[src/hw/ccpt_pkg.sv]
`default_nettype none
package ccpt_pkg;
  // Register byte offsets
  localparam logic [7:0] REG_CTRL_LO = 8'h00;
  localparam logic [7:0] REG_CTRL_HI = 8'h04;
  localparam logic [7:0] REG_CTRL2_HI = 8'h08;
  localparam logic [7:0] REG_STATUS = 8'h0c;
  localparam logic [7:0] REG_CNT_LO = 8'h10;
  localparam logic [7:0] REG_CNT_HI = 8'h14;
  localparam logic [7:0] REG_PER_LO = 8'h18;
  localparam logic [7:0] REG_PER_HI = 8'h1c;
  localparam logic [7:0] REG_CMP_A = 8'h20;
  localparam logic [7:0] REG_CMP_B = 8'h24;
  localparam logic [7:0] REG_CAP_LO = 8'h28;
  localparam logic [7:0] REG_CAP_HI = 8'h2c;
  // Control low field positions
  localparam int F_FUNC_LSB = 0;
  localparam int F_CAPSEL = 4;
  localparam int F_WIDE = 5;
  localparam int F_CLKSEL_LSB = 8;
  localparam int F_RESYNC = 11;
  localparam int F_ENABLE = 15;
  // Control high field positions
  localparam int F_SYNC_LSB = 0;
  localparam int F_TRIGGER_OPERATION_ENABLE = 7;
  // Control two high
  localparam int F_AUX_LSB = 3;
  // Status positions
  localparam int F_TRIGGER_CLEAR_REQUEST = 5;
  localparam int F_TRIGGED = 7;
  localparam int F_CAP_AVAIL = 0;
  localparam int F_CFG_BAD = 1;
  localparam int F_CAP_OVF = 2;
  // Encodings
  localparam logic [2:0] CLK_SYSTEM = 3'h0;
  localparam logic [4:0] SYNC_NONE = 5'h00;
  localparam logic [4:0] SYNC_AUTO_ROLL = 5'h1f;
  localparam logic [1:0] AUX_OFF = 2'h0;
  localparam logic [1:0] AUX_PERIOD = 2'h1;
  localparam logic [1:0] AUX_EVENT = 2'h2;
  localparam logic [1:0] AUX_SIGNAL = 2'h3;
  localparam int HALF_W = 16;
  localparam int FIFO_DEPTH = 4;

  typedef enum logic [3:0] {
    FN_TIMER = 4'b0000,
    FN_OC_HIGH = 4'b0001,
    FN_OC_LOW = 4'b0010,
    FN_OC_TOGGLE = 4'b0011,
    FN_DUAL_EDGE = 4'b0100,
    FN_DUAL_BUF = 4'b0101,
    FN_CENTER = 4'b0110,
    FN_VAR_FREQ = 4'b0111
  } ccpt_fn_t;

  typedef enum logic [3:0] {
    IC_EDGE = 4'b0000,
    IC_RISE = 4'b0001,
    IC_FALL = 4'b0010,
    IC_BOTH = 4'b0011,
    IC_RISE4 = 4'b0100,
    IC_RISE16 = 4'b0101
  } ccpt_ic_t;

  localparam logic [3:0] PRESCALE_4 = 4'h3;
  localparam logic [3:0] PRESCALE_16 = 4'hf;
endpackage : ccpt_pkg
`default_nettype wire

[src/hw/ccpt_capfifo.sv]
`timescale 1ns/1ps
`default_nettype none
// Small capture FIFO, words of capture values
module ccpt_capfifo #(
  parameter int W = 32,
  parameter int DEPTH = 4
) (
  input wire logic clk_i,
  input wire logic rst_i,
  input wire logic flush_i,
  input wire logic push_valid_i,
  output logic push_ready_o,
  input wire logic [W-1:0] push_data_i,
  output logic pop_valid_o,
  input wire logic pop_ready_i,
  output logic [W-1:0] pop_data_o
);
  localparam int AW = $clog2(DEPTH);
  logic [W-1:0] mem [DEPTH];
  logic [AW-1:0] wr_ptr;
  logic [AW-1:0] rd_ptr;
  logic [AW:0] count;
  wire do_push = push_valid_i && push_ready_o;
  wire do_pop = pop_valid_o && pop_ready_i;

  // Honest full and empty
  assign push_ready_o = (count != (AW+1)'(DEPTH));
  assign pop_valid_o = (count != '0);
  assign pop_data_o = mem[rd_ptr];

  // Storage
  always_ff @(posedge clk_i) begin
    if (do_push) mem[wr_ptr] <= push_data_i;
  end

  // Pointers and fill level
  always_ff @(posedge clk_i) begin
    if (rst_i || flush_i) begin
      wr_ptr <= '0;
      rd_ptr <= '0;
      count <= '0;
    end else begin
      if (do_push) wr_ptr <= wr_ptr + 1'b1;
      if (do_pop) rd_ptr <= rd_ptr + 1'b1;
      count <= count + (AW+1)'(do_push) - (AW+1)'(do_pop);
    end
  end
endmodule : ccpt_capfifo
`default_nettype wire

[src/hw/ccpt_top.sv]
`timescale 1ns/1ps
`default_nettype none
// Notes on behaviour
// (RULE_01) Only one major function runs at once
// (RULE_02) Single variant drives one output only
// (RULE_03) Three-bit clock select, code zero system
// (RULE_04) Nonzero sources only for synchronous timer
// (RULE_05) Sync when resync set, trigger clear
// (RULE_06) Software clears resync with system clock
// (RULE_07) Timer mode: capture off, function zero
// (RULE_08) Wide select: dual 16 or single 32
// (RULE_09) Primary low timer owns sync in/out
// (RULE_10) Secondary high timer: periodic event only
// (RULE_11) High half increments on low overflow
// (RULE_12) Software sets wide bit before init
// (RULE_13) Sync input clears timer, then counts
// (RULE_14) Software never picks sync code all-ones
// (RULE_15) Trigger mode holds timer until trigger
// (RULE_16) Trigger clear drops flag, holds zero
// (RULE_17) Trigger only with system clock source
// (RULE_18) Output compare function code decoding
// (RULE_19) Center-aligned only on multi variant
// (RULE_20) Capture stores dedicated timer into FIFO
// (RULE_21) Capture edge mode decoding, wide width
// (RULE_22) Auxiliary output select per mode
// (RULE_23) Counter ticks, clears on period match
module ccpt_top
  import ccpt_pkg::*;
#(
  parameter bit MULTI_OUTPUT = 1'b0,
  parameter int NUM_OUT = 6
) (
  input wire logic clk_i,
  input wire logic rst_i,
  input wire logic wb_cyc_i,
  input wire logic wb_stb_i,
  input wire logic wb_we_i,
  input wire logic [7:0] wb_adr_i,
  input wire logic [3:0] wb_sel_i,
  input wire logic [31:0] wb_dat_i,
  output logic [31:0] wb_dat_o,
  output logic wb_ack_o,
  input wire logic [7:0] clk_src_i,
  input wire logic [31:0] sync_src_i,
  input wire logic capture_pin_i,
  output logic sync_out_o,
  output logic secondary_period_o,
  output logic [NUM_OUT-1:0] compare_out_o,
  output logic aux_out_o
);
  // Register state
  logic [15:0] control_one_low;
  logic [15:0] control_one_high;
  logic [15:0] control_two_high;
  logic [HALF_W-1:0] counter_low_half;
  logic [HALF_W-1:0] counter_high_half;
  logic [HALF_W-1:0] period_low_half;
  logic [HALF_W-1:0] period_high_half;
  logic [31:0] primary_compare_value;
  logic [31:0] secondary_compare_value;
  logic [31:0] capture_fifo_output;
  logic triggered_status_flag;
  logic cap_overflow;
  logic compare_level;
  logic [40:0] pin_meta;
  logic [40:0] pin_sync;
  logic [2:0] src_last;

  // Control fields
  wire [3:0] function_code = control_one_low[F_FUNC_LSB +: 4];
  wire capture_function_select = control_one_low[F_CAPSEL];
  wire wide_count_select = control_one_low[F_WIDE];
  wire [2:0] timebase_clock_source_select = control_one_low[F_CLKSEL_LSB +: 3];
  wire timebase_clock_resync = control_one_low[F_RESYNC];
  wire module_on = control_one_low[F_ENABLE];
  wire [4:0] sync_select = control_one_high[F_SYNC_LSB +: 5];
  wire trigger_operation_enable = control_one_high[F_TRIGGER_OPERATION_ENABLE];
  wire [1:0] secondary_output_select = control_two_high[F_AUX_LSB +: 2];

  // Bus decode
  wire bus_req = wb_cyc_i && wb_stb_i && !wb_ack_o;
  wire bus_wr = bus_req && wb_we_i && wb_sel_i[0];
  wire wr_ctrl_lo = bus_wr && (wb_adr_i == REG_CTRL_LO);
  wire wr_ctrl_hi = bus_wr && (wb_adr_i == REG_CTRL_HI);
  wire wr_ctrl2 = bus_wr && (wb_adr_i == REG_CTRL2_HI);
  wire wr_status = bus_wr && (wb_adr_i == REG_STATUS);
  wire wr_cnt_lo = bus_wr && (wb_adr_i == REG_CNT_LO);
  wire wr_cnt_hi = bus_wr && (wb_adr_i == REG_CNT_HI);
  wire wr_per_lo = bus_wr && (wb_adr_i == REG_PER_LO);
  wire wr_per_hi = bus_wr && (wb_adr_i == REG_PER_HI);
  wire wr_cmp_a = bus_wr && (wb_adr_i == REG_CMP_A);
  wire wr_cmp_b = bus_wr && (wb_adr_i == REG_CMP_B);
  wire rd_cap_hi = bus_req && !wb_we_i && (wb_adr_i == REG_CAP_HI);
  wire trigger_clear_request = wr_status && wb_dat_i[F_TRIGGER_CLEAR_REQUEST];

  // Mode decode, at most one major function at a time
  wire timer_mode = module_on && !capture_function_select
                    && (function_code == FN_TIMER); // RULE_07 RULE_01
  wire capture_mode = module_on && capture_function_select; // RULE_20 RULE_01
  wire center_ok = MULTI_OUTPUT || (function_code != FN_CENTER); // RULE_19
  wire compare_mode = module_on && !capture_function_select
                      && (function_code != FN_TIMER)
                      && (function_code <= FN_VAR_FREQ) && center_ok; // RULE_18 RULE_01
  wire sync_operation = timebase_clock_resync && !trigger_operation_enable; // RULE_05

  // Source validity: nonzero clocks only for synchronous timer
  wire src_system = (timebase_clock_source_select == CLK_SYSTEM); // RULE_03
  wire cfg_valid = src_system ? !timebase_clock_resync
                   : (timer_mode && sync_operation); // RULE_04 RULE_06 RULE_17
  wire run_ok = module_on && cfg_valid;

  // Two-stage sync of every pin; selection only reads stage two
  wire [31:0] sync_lines = pin_sync[40:9];
  wire [7:0] clk_lines = pin_sync[7:0];
  wire [2:0] src_sync = {sync_lines[sync_select], pin_sync[8],
                         clk_lines[timebase_clock_source_select]};
  always_ff @(posedge clk_i) begin
    if (rst_i) begin
      pin_meta <= '0;
      pin_sync <= '0;
      src_last <= '0;
    end else begin
      pin_meta <= {sync_src_i, capture_pin_i, clk_src_i};
      pin_sync <= pin_meta;
      src_last <= src_sync;
    end
  end

  // Time base tick: every system cycle or a rising edge of the source
  wire tick = run_ok && (src_system || (src_sync[0] && !src_last[0])); // RULE_03 RULE_23
  wire sync_in_edge = src_sync[2] && !src_last[2]
                      && (sync_select != SYNC_NONE)
                      && (sync_select != SYNC_AUTO_ROLL); // RULE_14
  wire cap_rise = src_sync[1] && !src_last[1];
  wire cap_fall = !src_sync[1] && src_last[1];

  // Trigger flag: set on trigger, cleared by trigger clear; set wins
  always_ff @(posedge clk_i) begin
    if (rst_i) triggered_status_flag <= 1'b0;
    else if (trigger_operation_enable && sync_in_edge) triggered_status_flag <= 1'b1; // RULE_15
    else if (trigger_clear_request || !trigger_operation_enable)
      triggered_status_flag <= 1'b0; // RULE_16
  end

  // Hold and clear conditions of the primary time base
  wire trig_hold = trigger_operation_enable && !triggered_status_flag; // RULE_15 RULE_16
  wire sync_clear = !trigger_operation_enable && sync_in_edge; // RULE_13
  wire counting = tick && !trig_hold && !capture_mode;

  // Period match of each half and of the joined counter
  wire [31:0] count32 = {counter_high_half, counter_low_half};
  wire [31:0] period32 = {period_high_half, period_low_half};
  wire match32 = (count32 == period32);
  wire match_lo = (counter_low_half == period_low_half);
  wire match_hi = (counter_high_half == period_high_half);
  wire primary_roll = counting && (wide_count_select ? match32 : match_lo); // RULE_23
  wire secondary_roll = counting && !wide_count_select && timer_mode && match_hi; // RULE_10
  wire low_overflow = counting && (counter_low_half == '1); // RULE_11

  // Capture counter keeps counting freely on the system clock
  wire cap_tick = capture_mode && run_ok;

  // Capture event selection with prescaled rising edges
  logic [3:0] rise_count;
  logic cap_event;
  always_comb begin
    unique case (function_code)
      IC_EDGE, IC_BOTH: cap_event = cap_rise || cap_fall; // RULE_21
      IC_RISE: cap_event = cap_rise;
      IC_FALL: cap_event = cap_fall;
      IC_RISE4: cap_event = cap_rise && (rise_count[1:0] == PRESCALE_4[1:0]);
      IC_RISE16: cap_event = cap_rise && (rise_count == PRESCALE_16);
      default: cap_event = 1'b0;
    endcase
  end
  always_ff @(posedge clk_i) begin
    if (rst_i || !capture_mode) rise_count <= '0;
    else if (cap_rise) rise_count <= rise_count + 1'b1;
  end

  // Capture FIFO; a word is narrowed to 16 bits unless wide
  wire [31:0] cap_word = wide_count_select ? count32 : {16'h0000, counter_low_half}; // RULE_21
  wire fifo_ready;
  wire fifo_valid;
  wire [31:0] fifo_data;
  ccpt_capfifo #(.W(32), .DEPTH(FIFO_DEPTH)) u_fifo (
    .clk_i(clk_i),
    .rst_i(rst_i),
    .flush_i(!capture_mode),
    .push_valid_i(cap_event && capture_mode),
    .push_ready_o(fifo_ready),
    .push_data_i(cap_word), // RULE_20
    .pop_valid_o(fifo_valid),
    .pop_ready_i(rd_cap_hi),
    .pop_data_o(fifo_data)
  );

  // Overflow flag: set wins over software clear
  always_ff @(posedge clk_i) begin
    if (rst_i) cap_overflow <= 1'b0;
    else if (cap_event && capture_mode && !fifo_ready) cap_overflow <= 1'b1;
    else if (wr_status && wb_dat_i[F_CAP_OVF]) cap_overflow <= 1'b0;
  end

  // Counter halves
  always_ff @(posedge clk_i) begin
    if (rst_i) begin
      counter_low_half <= '0;
      counter_high_half <= '0;
    end else if (trig_hold || sync_clear) begin
      counter_low_half <= '0; // RULE_13 RULE_15 RULE_16
      if (wide_count_select || !timer_mode) counter_high_half <= '0;
    end else if (cap_tick) begin
      {counter_high_half, counter_low_half} <= count32 + 32'h1; // RULE_20
    end else begin
      if (wr_cnt_lo) counter_low_half <= wb_dat_i[HALF_W-1:0];
      else if (primary_roll) counter_low_half <= '0; // RULE_23 RULE_09
      else if (counting) counter_low_half <= counter_low_half + 1'b1;
      if (wr_cnt_hi) counter_high_half <= wb_dat_i[HALF_W-1:0];
      else if (wide_count_select) begin
        if (primary_roll) counter_high_half <= '0;
        else if (low_overflow) counter_high_half <= counter_high_half + 1'b1; // RULE_11
      end else if (secondary_roll) counter_high_half <= '0; // RULE_10
      else if (counting && timer_mode) counter_high_half <= counter_high_half + 1'b1; // RULE_08
    end
  end

  // Software registers
  always_ff @(posedge clk_i) begin
    if (rst_i) begin
      control_one_low <= '0;
      control_one_high <= '0;
      control_two_high <= '0;
      period_low_half <= '1;
      period_high_half <= '1;
      primary_compare_value <= '0;
      secondary_compare_value <= '0;
    end else begin
      if (wr_ctrl_lo) control_one_low <= wb_dat_i[15:0];
      if (wr_ctrl_hi) control_one_high <= wb_dat_i[15:0];
      if (wr_ctrl2) control_two_high <= wb_dat_i[15:0];
      if (wr_per_lo) period_low_half <= wb_dat_i[HALF_W-1:0];
      if (wr_per_hi) period_high_half <= wb_dat_i[HALF_W-1:0];
      if (wr_cmp_a) primary_compare_value <= wb_dat_i;
      if (wr_cmp_b) secondary_compare_value <= wb_dat_i;
    end
  end

  // Compare match terms, 32-bit in every compare mode whenever wide is set
  wire [31:0] cmp_view = wide_count_select ? count32 : {16'h0000, counter_low_half};
  wire match_a = counting && (cmp_view == primary_compare_value);
  wire match_b = counting && (cmp_view == secondary_compare_value);

  // Output compare waveform
  logic next_level;
  always_comb begin
    next_level = compare_level;
    if (!compare_mode) next_level = 1'b0;
    else begin
      unique case (function_code)
        FN_OC_HIGH: if (match_a) next_level = 1'b1; // RULE_18
        FN_OC_LOW: if (match_a) next_level = 1'b0;
        FN_OC_TOGGLE: if (match_a) next_level = !compare_level;
        FN_DUAL_EDGE, FN_DUAL_BUF, FN_CENTER: begin
          if (match_b) next_level = 1'b0;
          else if (match_a) next_level = 1'b1;
        end
        FN_VAR_FREQ: if (match_a) next_level = !compare_level;
        default: next_level = 1'b0;
      endcase
    end
  end
  always_ff @(posedge clk_i) begin
    if (rst_i) compare_level <= 1'b0;
    else compare_level <= next_level;
  end

  // Output drive: single variant has only one active output
  always_ff @(posedge clk_i) begin
    if (rst_i) compare_out_o <= '0;
    else if (MULTI_OUTPUT) compare_out_o <= {NUM_OUT{next_level}}; // RULE_02
    else compare_out_o <= {{(NUM_OUT-1){1'b0}}, next_level}; // RULE_02
  end

  // Sync out only from primary, period event from secondary
  always_ff @(posedge clk_i) begin
    if (rst_i) begin
      sync_out_o <= 1'b0;
      secondary_period_o <= 1'b0;
      aux_out_o <= 1'b0;
    end else begin
      sync_out_o <= primary_roll && !capture_mode; // RULE_09
      secondary_period_o <= secondary_roll; // RULE_10
      unique case (secondary_output_select)
        AUX_OFF: aux_out_o <= 1'b0; // RULE_22
        AUX_PERIOD: aux_out_o <= timer_mode ? primary_roll : 1'b0; // RULE_22
        AUX_EVENT: aux_out_o <= compare_mode ? match_a : (capture_mode && cap_event);
        AUX_SIGNAL: aux_out_o <= compare_mode ? next_level : 1'b0;
      endcase
    end
  end

  // Capture read holding register
  always_ff @(posedge clk_i) begin
    if (rst_i) capture_fifo_output <= '0;
    else if (rd_cap_hi && fifo_valid) capture_fifo_output <= fifo_data;
  end

  // Read mux
  wire [31:0] status_word = {24'h0, triggered_status_flag, 4'h0,
                             cap_overflow, !cfg_valid, fifo_valid};
  logic [31:0] rd_mux;
  always_comb begin
    unique case (wb_adr_i)
      REG_CTRL_LO: rd_mux = {16'h0000, control_one_low};
      REG_CTRL_HI: rd_mux = {16'h0000, control_one_high};
      REG_CTRL2_HI: rd_mux = {16'h0000, control_two_high};
      REG_STATUS: rd_mux = status_word;
      REG_CNT_LO: rd_mux = {16'h0000, counter_low_half};
      REG_CNT_HI: rd_mux = {16'h0000, counter_high_half};
      REG_PER_LO: rd_mux = {16'h0000, period_low_half};
      REG_PER_HI: rd_mux = {16'h0000, period_high_half};
      REG_CMP_A: rd_mux = primary_compare_value;
      REG_CMP_B: rd_mux = secondary_compare_value;
      REG_CAP_LO: rd_mux = capture_fifo_output;
      REG_CAP_HI: rd_mux = fifo_data;
      default: rd_mux = 32'h0;
    endcase
  end

  // One-cycle ack for any address; unmapped reads zero
  always_ff @(posedge clk_i) begin
    if (rst_i) begin
      wb_ack_o <= 1'b0;
      wb_dat_o <= '0;
    end else begin
      wb_ack_o <= bus_req;
      if (bus_req) wb_dat_o <= rd_mux;
    end
  end

  // Checks
  sync_out_secondary_a: assert property (@(posedge clk_i) disable iff (rst_i) // RULE_10
    secondary_roll && !primary_roll |=> !sync_out_o)
    else $error("secondary roll drove sync output");
  trig_hold_zero_a: assert property (@(posedge clk_i) disable iff (rst_i) // RULE_15
    trig_hold && !rst_i |=> counter_low_half == '0 || $past(wr_cnt_lo))
    else $error("counter moved while awaiting trigger");
  trig_clear_a: assert property (@(posedge clk_i) disable iff (rst_i) // RULE_16
    trigger_clear_request && !sync_in_edge |=> !triggered_status_flag)
    else $error("trigger flag not cleared");
  sync_clear_a: assert property (@(posedge clk_i) disable iff (rst_i) // RULE_13
    sync_clear |=> counter_low_half == '0)
    else $error("sync did not clear counter");
  high_carry_a: assert property (@(posedge clk_i) disable iff (rst_i) // RULE_11
    low_overflow && wide_count_select && !primary_roll && !wr_cnt_hi && !cap_tick
    && !trig_hold && !sync_clear && module_on
    |=> counter_high_half == $past(counter_high_half) + 16'h1)
    else $error("high half missed carry");
  single_out_a: assert property (@(posedge clk_i) disable iff (rst_i) // RULE_02
    !MULTI_OUTPUT |-> compare_out_o[NUM_OUT-1:1] == '0)
    else $error("extra output driven");
  capture_quiet_a: assert property (@(posedge clk_i) disable iff (rst_i) // RULE_01
    capture_mode |=> compare_out_o == '0 && !sync_out_o)
    else $error("other function active during capture");
  aux_off_a: assert property (@(posedge clk_i) disable iff (rst_i) // RULE_22
    secondary_output_select == AUX_OFF |=> !aux_out_o)
    else $error("aux output active while off");
  ext_src_tick_a: assert property (@(posedge clk_i) disable iff (rst_i) // RULE_04
    !src_system && !(timer_mode && sync_operation) |-> !tick)
    else $error("invalid source ticked");
endmodule : ccpt_top
`default_nettype wire

[config.mk]
export PLATFORM = sky130hd
export DESIGN_NAME = ccpt_top
export DESIGN_NICKNAME = d
export VERILOG_FILES = /design/src/hw/ccpt_pkg.sv /design/src/hw/ccpt_capfifo.sv /design/src/hw/ccpt_top.sv
export SDC_FILE = /design/constraint.sdc
export NUM_CORES = 1
export LEC_CHECK = 0
export BUFFER_PORTS_ARGS = -buffer_cell sky130_fd_sc_hd__buf_2
export CORE_MARGIN = 2
export CORE_UTILIZATION = 62
export CTS_BUF_LIST = sky130_fd_sc_hd__clkbuf_16
export DETAILED_ROUTE_END_ITERATION = 10
export PLACE_DENSITY = 0.84
export SYNTH_ARGS = -nofsm -noshare
export SYNTH_HDL_FRONTEND = slang
export SYNTH_SLANG_ARGS = --single-unit
[constraint.sdc]
create_clock -name clk_i -period 5.3 [get_ports clk_i]
set_input_delay 1.06 -clock clk_i [delete_from_list [all_inputs] [get_ports clk_i]]
set_output_delay 1.06 -clock clk_i [all_outputs]
set_load 0.02 [all_outputs]
## Word level (Yosys, flattened, before mapping)

Memories as Yosys holds them, arrays and structs flattened. A register that Yosys moved wholly into a read port is not among the register bits.
Cells that the tools add are included.
Widths: inputs -> output; s select.

- Register bits: 348
- Memory bits (writable): 128
- Bits of input ports: 90
- Output and inout port bits: 42
- Word-level logic and storage cells: 206
- Memories kept: 1

- Add/sub/neg operators: 8
- Order comparisons: 3
- Equality and inequality tests: 34
- Mux-type cells: 40
- Reduce and logical (&&, ||, !) cells: 94

Memories:

| memory | words | bits a word | read ports | clocked after Yosys merged registers in | write ports | RTL line | text |
|---|---|---|---|---|---|---|---|
| u_fifo.mem | 4 | 32 | 1 | 1 | 1 | ccpt_capfifo.sv:19 | `logic [W-1:0] mem [DEPTH];` |

Operators by type and width:

| operator | count |
|---|---|
| $pmux 32 s12 | 1 |
| $mux 16 | 13 |
| $eq 32x32->1 | 3 |
| $logic_and 1x1->1 | 55 |
| $add 16x1->16 const B | 2 |
| $add 32x1->32 const B | 1 |
| $eq 16x16->1 | 2 |
| $eq 8x5->1 const B | 4 |
| $eq 8x6->1 const B | 4 |
| $mux 32 | 1 |
| $mux 1 | 18 |
| $logic_not 1->1 | 17 |
| $eq 16x16->1 const B | 1 |
| $eq 4x3->1 const B | 4 |
| $eq 8x4->1 const B | 2 |
| $eq 4x2->1 const B | 2 |
| $eq 8x3->1 const B | 1 |
| $logic_not 8->1 | 1 |
| $pmux 1 s4 | 2 |
| $reduce_bool 4->1 | 2 |
| $eq 2x2->1 const B | 3 |
| $logic_or 1x1->1 | 6 |
| $lt 5x6->1 const B | 1 |
| $ne 6x1->1 const B | 1 |
| other kinds (27) | 32 |

## Logic depth before layout (Yosys ltp)

Gate-level depths: netlist of run 1.

- Depth after elaboration: 17
- Gate-level depth with buffers: 14
- Mapped depth without buffers: 13

## By module

Synthesis of run 1 repeated with hierarchy kept, for this count alone.

- Cells, all modules: 2,152
- Area, all modules: 20,863.8 um^2

Modules (own cells, without submodules):

| module | times used | cells an instance | area each (um^2) | sequential area each (um^2) |
|---|---|---|---|---|
| ccpt_top | 1 | 1,938 | 15,762.6 | 6,726.5 |
| ccpt_capfifo | 1 | 214 | 5,101.1 | 4,023.9 |

## Worst setup path before layout of run 1

No wires, ideal clock.

- Kind: input port to flip-flop
- Start point: input port wb_adr_i[4]
- End point: register u_fifo.count[2]
- Library setup time: 128 ps
- Arrival time: 3,532 ps
- Data required time: 5,172 ps
- Path slack: 1,640 ps
- Cell stages on the path: 14
- Buffers on the path: 1
- Cells stage by stage: nor3_1 > nand2_1 > nor2_1 > nand3_1 > clkinv_1 > buf_1 > ha_1 > inv_1 > ha_1 > inv_1 > fa_1 > xor2_1 > xnor2_1 > nor2_1

- Longest elaborated chain between the ends: 4

Ends and longest elaborated chain:

| element | RTL line | text |
|---|---|---|
| start: declaration | ccpt_top.sv:38 | `input wire logic [7:0] wb_adr_i,` |
| $eq 8x6->1 | ccpt_top.sv:93 | `wire rd_cap_hi = bus_req && !wb_we_i && (wb_adr_i == REG_CAP_HI);` |
| $logic_and 1x1->1 | ccpt_top.sv:93 |  |
| $logic_and 1x1->1 | ccpt_capfifo.sv:24 | `wire do_pop = pop_valid_o && pop_ready_i;` |
| net u_fifo.do_pop | ccpt_capfifo.sv:24 |  |
| $sub 3x1->3 | ccpt_capfifo.sv:45 | `count <= count + (AW+1)'(do_push) - (AW+1)'(do_pop);` |
| end signal: assignment | ccpt_capfifo.sv:45 |  |
| end: declaration | ccpt_capfifo.sv:22 | `logic [AW:0] count;` |

The timed path passes the listed nets, and every way through them passes these cells.
A chain may end at the register's enable or synchronous reset.

## Final worst setup path of run 1

- Start point: register control_one_low[5]
- End point: register aux_out_o

- Longest elaborated chain between the ends: 9
- Elaborated cells between the ends (all ways): 17
- Classes of those cells: 2 x eq/ne; 12 x mux; 3 x reduce/logical

Ends and longest elaborated chain:

| element | RTL line | text |
|---|---|---|
| start: declaration | ccpt_top.sv:52 | `logic [15:0] control_one_low;` |
| start signal: assignment | ccpt_top.sv:239 | `if (wr_ctrl_lo) control_one_low <= wb_dat_i[15:0];` |
| $mux 32 | ccpt_top.sv:250 | `wire [31:0] cmp_view = wide_count_select ? count32 : {16'h0000, counter_low_half};` |
| $eq 32x32->1 | ccpt_top.sv:251 | `wire match_a = counting && (cmp_view == primary_compare_value);` |
| $logic_and 1x1->1 | ccpt_top.sv:251 |  |
| $mux 1 | ccpt_top.sv:261, ccpt_top.sv:266 |  |
| $mux 1 | ccpt_top.sv:265 | `if (match_b) next_level = 1'b0;` |
| $pmux 1 s4 | ccpt_top.sv:260 | `unique case (function_code)` |
| $mux 1 | ccpt_top.sv:258 | `if (!compare_mode) next_level = 1'b0;` |
| $mux 1 | ccpt_top.sv:298 | `AUX_SIGNAL: aux_out_o <= compare_mode ? next_level : 1'b0;` |
| $pmux 1 s4 (*) | ccpt_top.sv:294 | `unique case (secondary_output_select)` |
| end signal: assignment | ccpt_top.sv:296 | `AUX_PERIOD: aux_out_o <= timer_mode ? primary_roll : 1'b0;` |
| end signal: assignment | ccpt_top.sv:297 | `AUX_EVENT: aux_out_o <= compare_mode ? match_a : (capture_mode && cap_event);` |
| end signal: assignment | ccpt_top.sv:298 |  |
| end: declaration | ccpt_top.sv:49 | `output logic aux_out_o` |

Mark *: on every way between the ends. The rest lies on a longest branch, timed or not.

==> results of run 1 <==
[Yosys cell counts (3+ instances only)]
library cell,n
a2111oi_0,5
a211o_1,17
a211oi_1,5
a211oi_2,3
a21o_1,4
a21oi_1,180
a221o_1,3
a222oi_1,5
a22oi_1,126
a311oi_1,27
a31oi_1,12
a32oi_1,9
and2_1,11
and3_1,25
and4_1,14
buf_1,4
buf_2,47
buf_4,9
buf_6,7
clkbuf_1,106
dfxtp_1,345
edfxtp_1,128
ha_1,13
inv_1,38
mux2i_1,20
mux4_2,33
nand2_1,386
nand2b_1,7
nand3_1,39
nand3b_1,23
nand4_1,30
nor2_1,101
nor2b_1,90
nor3_1,23
nor4_1,18
o21ai_0,33
o22ai_1,12
o2bb2ai_1,10
or3_1,5
xnor2_1,52
xor2_1,53
[kinds of logic after synthesis]
kind of cell / share of synthesized area [%]
mux: 4.782
fa+ha+maj: 0.8804
buf+inv: 4.559
flops: 51.81
simple gates: 18.44
other cells: 0.01807
xor+xnor: 4.432
compound gates: 15.08
[cell type report]
type	count	area, sq um
Clock buffer	47	1176
Clock inverter	39	277.8
Fill cell	2455	9829
Inverter	39	146.4
Multi-Input combinational cell	1445	9102
Sequential cell	473	10750
Tap cell	442	553.0
Timing Repair Buffer	166	947.2
[worst paths after layout]
check / start / end
setup / recovery: control_one_low[5]$_SDFFE_PP0P_ / aux_out_o$_SDFF_PP0_
hold / removal: pin_meta[3]$_SDFF_PP0_ / pin_sync[3]$_SDFF_PP0_
setup reg to reg: control_one_low[5]$_SDFFE_PP0P_ / aux_out_o$_SDFF_PP0_
hold reg to reg: pin_meta[3]$_SDFF_PP0_ / pin_sync[3]$_SDFF_PP0_
[worst max-delay path: stages (launching register included)]
cell and delay [ns]:
dfxtp_1 1.14, nand2_1 0.49, xor2_1 0.30, nand4_1 0.11, nor3_1 0.19, nand3_1 0.39
ha_1 0.48, nand2_1 0.06, o31ai_1 0.09, a32oi_1 0.08, o2bb2ai_1 0.20, nand4_1 0.11
a31oi_1 0.18
[layer usage]
metal	GRT usage, %	part of all wire [%]
met1	46.66	37
met2	55.09	43
met3	8.555	11
met4	28.14	9.1
met5	0	0
[per-stage QoR]
| step | instance area (sq um) | hold WS (ns) | util [%] | worst slack [ns] | cells |
|---|---|---|---|---|---|
| 3_5_place_dp | 21500 | 0.4239 | 65.58 | 1.401 | 2565 |
| 4_1_cts | 22950 | 0.4383 | 70.02 | 1.642 | 2651 |
| 3_3_place_gp | 21500 | 0.4168 | 65.58 | 1.473 | 2565 |
| 6_report | 22950 | 0.4370 | 70.02 | 1.392 | 2651 |
| 5_1_grt | 22950 | 0.4560 | 70.02 | 1.239 | 2651 |
| 2_1_floorplan | 20760 | 0.4138 | - | 1.641 | 2131 |
[sequential cells by signal (all words and copies together), names as in the netlist, 2 cells and up, named ones only]
register                 cells
period_low_half             16
primary_compare_value       32
period_high_half            16
wb_dat_o                    32
u_fifo.rd_ptr                2
counter_low_half            16
control_two_high            16
pin_meta                    41
u_fifo.count                 3
pin_sync                    41
u_fifo.wr_ptr                2
src_last                     3
counter_high_half           16
capture_fifo_output         32
u_fifo.mem                 128
control_one_high            16
rise_count                   4
secondary_compare_value     32
control_one_low             16
[power by group through the flow]
stage               Combinational, mW  Sequential (mW)  Clock (mW)
finish                          0.251             3.75        3.16
global route                    0.264             3.75        3.33
CTS                             0.244             3.75        3.18
detailed placement              0.241             3.83           0
global placement                0.235             3.83           0
floorplan                       0.129             3.84           0
==> flow_summary.toml, run 1 <==
[clocking]
cts.hold.buffers_added = 0
cts_buffers = 46
cts_root_buffer = "clkbuf_16"
cts_buffer_depth = 3
postCtsResizedCells = 0
htree_levels = 2
cts_tree = "built"
post_cts_buffers = 0
clkTransAtPathRegs_ns = 0.07
clk_latency_ns = 0.57
cts_sinks = 473

[floorplanning]
die_height_microns = 186.9
dieArea_sq_um = 34940
ios = 132
start_util_pct = 63.29
core_area_sq_um = 32780
die_w_microns = 186.9
row_count = 66

[critical_path]
end_kind = "register"
cp_max_fo = 32
arrival_ns = 4.39
cp.required_ns = 5.78
path_class = "reg -> reg"
r2r_slack_ns = 1.39
cp-start-kind = "register"
reg2reg_depth = 12

[placement]
io_buffers = 123
place.gp.congestion = 1.015
dp_hpwl_microns = 43910

[grt]
track_usage_pct = 36.88
grt_pass1_wl_microns = 98510
grt_max_degree = 120
antenna_found_initial = 1
grt_pass1_vias = 16510
grt-ovfl-total = 0

[run_status]
status = "finished clean"

[routing]
dr.pass1.iters = 7
vias = 17280
drc = 0
wl_per_cell_microns = 24.65
final_antenna_net_count = 0
finalWirelength_microns = 65350
drt_iter0_markers = 2250
vias_per_cell = 6.518

[finish]
area_delta_synth_final_pct = 10.63
antenna_cells = 0
fin_nets = 2275
layout_common_cells = "nand2_1, dfxtp_1, a21oi_1"
final_common_cell = "nand2_1"
drive_gt1_share_pct = 13.35

[yosys]
syn_area_sq_um = 20750
yosysWarnings = 0
ys_seq_elements = 473
synth_top_cell_by_area = "dfxtp_1"
syn_area_per_cell_sq_um = 9.755
synth_edf_count = 128
synthArstFlopShare_pct = 0
synthFlopType = "dfxtp_1"
synth_cell_types = 80
synth_cells = 2127
synth_seq_area_share_pct = 51.81
netlist_top_cells_area = "dfxtp_1, edfxtp_1, nand2_1"
synth_top_area_share_pct = 33.29

[pwr]
power.internal_mw = 5.574
clockPowerShare_pct = 44.1
sw_frac_of_total_pct = 22.15
p_per_area_nw_per_um2 = 311.9
seq_power_share_pct = 52.4
power.switching_mw = 1.586
p_leak_nw = 8.058
irDropWorstVdd_mv = 0.3914
combPwrFrac_pct = 3.5
total_power_mw = 7.159

[flow_run]
drv_cap = 0

[sta]
tns_ns = 0
rsz0062_at_grt = "no"
fin_skew_ns = 0.01973
slew_headroom_pct = 11.79
setup_viol = 0
slew_viol_final = 0
fmax_mhz = 255.9
worst_pin_slew_ns = 1.316
finalHoldViolations = 0
post-route-min-period_ns = 3.908
post-route-period-util_pct = 73.73

[worst_hold_path]
hp-class = "reg -> reg"
min_delay_path_depth = 1
No activity file was read; power rests on OpenSTA's default activity.
==> run 2: changes to the inputs <==
Settings changed: ABC_AREA set to 1, CORE_UTILIZATION 62 to 61, PLACE_DENSITY 0.84 to 0.83.
Clock period 5.3 ns to 3.9 ns, I/O delays scaled along.
==> run 2 against run 1 <==
Effect of this change: first-iteration DRC count grew 13%; clock power grew 49%; largest cell class unchanged; critical endpoint unchanged; design area grew 5.3%; core utilization shrank 1.7 points; largest power group unchanged.
==> flow_summary.toml, run 2 <==
[floorplanning]
die_height_microns = 193.0
die_w_microns = 193.0
start_util_pct = 61.58
core_area_sq_um = 35400
dieArea_sq_um = 37260
ios = 132
row_count = 69

[sta]
worst_pin_slew_ns = 1.032
fin_hold_ws_ns = 0.3829
fmax_mhz = 326.8
slew_viol_final = 0
post-route-period-util_pct = 78.47
post-route-min-period_ns = 3.060
setup_viol = 0
rsz0062_at_grt = "no"
slew_headroom_pct = 31.12
fin_skew_ns = 0.02256
finalHoldViolations = 0
tns_ns = 0

[critical_path]
cp.required_ns = 4.40
crit_chain = "nand2_1 -> inv_1 -> nor2_1 -> nor3_1 -> nand2_1 -> nor3_1 -> nand2_1 -> nor2_1 -> nand2_1 -> ha_1 -> nand3_1 -> o21ai_0 -> a31oi_1 -> nand2_1 -> nand3b_1 -> nand3_1 -> nand2_1 -> inv_1"
cp-start-kind = "register"
end_kind = "register"
path_class = "reg -> reg"
cp_max_fo = 10
path_common_cell = "nand2_1"
arrival_ns = 3.56
cpPeakStageDelay_ns = 0.58
critPathBufInv = 2
crit_family = "simple AND/OR/NAND/NOR gates"
crit_slowest_cell = "dfxtp_1"

[clocking]
cts_root_buffer = "clkbuf_16"
cts_sinks = 473
cts_tree = "built"
clkTransAtPathRegs_ns = 0.07
clk_latency_ns = 0.60
post_cts_buffers = 0
cts_buffer_depth = 3
htree_levels = 2
cts.hold.buffers_added = 0
postCtsResizedCells = 0
cts_buffers = 48

[routing]
vias = 19750
dr.pass1.iters = 7
drc = 0
finalWirelength_microns = 68910
vias_per_cell = 6.007
wl_per_cell_microns = 20.96
final_antenna_net_count = 0
drt_iter0_markers = 2553

[finish]
layout_common_cells = "nand2_1, nor2_1, dfxtp_1"
post-route-util_pct = 68.28
drive_gt1_share_pct = 11.36
final_common_cell = "nand2_1"
area_delta_synth_final_pct = 10.87
reg.largest.list = "u_fifo.mem: 128 flops, pin_meta: 41 flops, pin_sync: 41 flops"
largest_reg_flops = 128
fin_nets = 2890
regMostFlops = "u_fifo.mem"

[grt]
grt_max_degree = 97
grt_pass1_wl_microns = 104500
grt-ovfl-total = 0
antenna_found_initial = 3
track_usage_pct = 37.07
grt_pass1_vias = 18330

[placement]
io_buffers = 123
dp_hpwl_microns = 47570
place.gp.congestion = 1.050

[yosys]
yosys-top-cells-count = "nand2_1, nor2_1, dfxtp_1"
syn_area_per_cell_sq_um = 7.935
ys_seq_elements = 473
synth_edf_count = 128
synth_seq_area_share_pct = 49.32
syn_area_sq_um = 21800
synth_cells = 2747
synth_cell_types = 57
synthFlopType = "dfxtp_1"
synth_most_common_cell = "nand2_1"
netlist_top_cells_area = "dfxtp_1, edfxtp_1, nand2_1"
synthArstFlopShare_pct = 0
yosysWarnings = 0
synth_top_cell_by_area = "dfxtp_1"
synth_top_area_share_pct = 31.68

[flow_run]
drv_cap = 0

[run_status]
status = "finished clean"

[pwr]
p_per_area_nw_per_um2 = 416.0
p_leak_nw = 9.789
irDropWorstVdd_mv = 0.5170
total_power_mw = 10.05

[worst_hold_path]
hp-class = "in -> reg"
==> run 2: cell count changes in the layout (fill, tap and decap cells not counted), moves of 33 or more <==
cell	change
nor2b_1	-90
nand2_1	+80
mux4_2	-33
a22oi_1	-122
inv_1	+225
o21ai_0	+171
nor2_1	+294
o22ai_1	+38
nand3_1	+80
==> run 2: final timing paths <==
path,from,endpoint,slack (ns),cells after the start
setup / recovery,control_one_low[5]$_SDFFE_PP0P_,aux_out_o$_SDFF_PP0_,0.84,18
hold reg to reg,pin_meta[0]$_SDFF_PP0_,pin_sync[0]$_SDFF_PP0_,0.40,2
hold / removal,clk_src_i[2],pin_meta[2]$_SDFF_PP0_,0.38,3
setup reg to reg,control_one_low[5]$_SDFFE_PP0P_,aux_out_o$_SDFF_PP0_,0.84,18
==> run 2: stage by stage <==
step | instances | setup slack [ns] | area [sq um]
finish | 3287 | 0.8396 | 24170
global route | 3286 | 0.6331 | 24170
CTS | 3286 | 0.8735 | 24170
detailed placement | 3197 | 0.6514 | 22560
global placement | 3197 | 0.7402 | 22560
floorplan | 2751 | 0.7131 | 21810
==> run 2: kinds of logic (layout without fill, tap and decap cells) <==
kind of cell	Yosys count	in the layout	synth area share, %
and+or+nand+nor	1090	1090	21.16
xor gates and xnor gates	97	97	3.897
other	1	6	0.01720
buffers and inverters	481	555	8.925
muxes	1	1	0.05166
DFF	473	473	49.32
AOI/OAI and AO/OA	590	590	15.80
adders and majority gates	14	14	0.8380
==> run 2: area by class of cell <==
class | instances | area (sq um)
fill | 2885 | 11230
tap | 461 | 576.8
sequential | 473 | 10750
antenna | 1 | 2.502
clock buffer | 50 | 1251
inverter | 299 | 1129
timing repair buffer | 167 | 977.2
multi-input combinational | 1797 | 9128
clock inverter | 39 | 352.8
==> run 2: per-layer routing <==
metal	track usage (%)	share of wire [%]	wire, microns	up-vias
li1	-	-	-	9128
met2	56.84	44	30190	1239
met4	17.86	5.1	3539	2
met5	0	0.013	9	-
met1	49.99	39	27170	9152
met3	8.109	12	8001	225
==> run 2: worst reg2reg max path, stage by stage, from the launching register on <==
cell	delay [ns]
dfxtp_1	0.58
nand2_1	0.25
inv_1	0.21
nor2_1	0.06
nor3_1	0.25
nand2_1	0.08
nor3_1	0.24
nand2_1	0.17
nor2_1	0.12
nand2_1	0.12
ha_1	0.21
nand3_1	0.07
o21ai_0	0.08
a31oi_1	0.14
nand2_1	0.10
nand3b_1	0.09
nand3_1	0.06
nand2_1	0.07
inv_1	0.04
==> run 2: power by group <==
group          leakage, nW  switching (mW)  internal [mW]
Clock                0.799            2.03           2.68
Combinational         4.97           0.198         0.0767
Sequential            4.02          0.0120           5.05
Total                 9.79            2.24           7.81
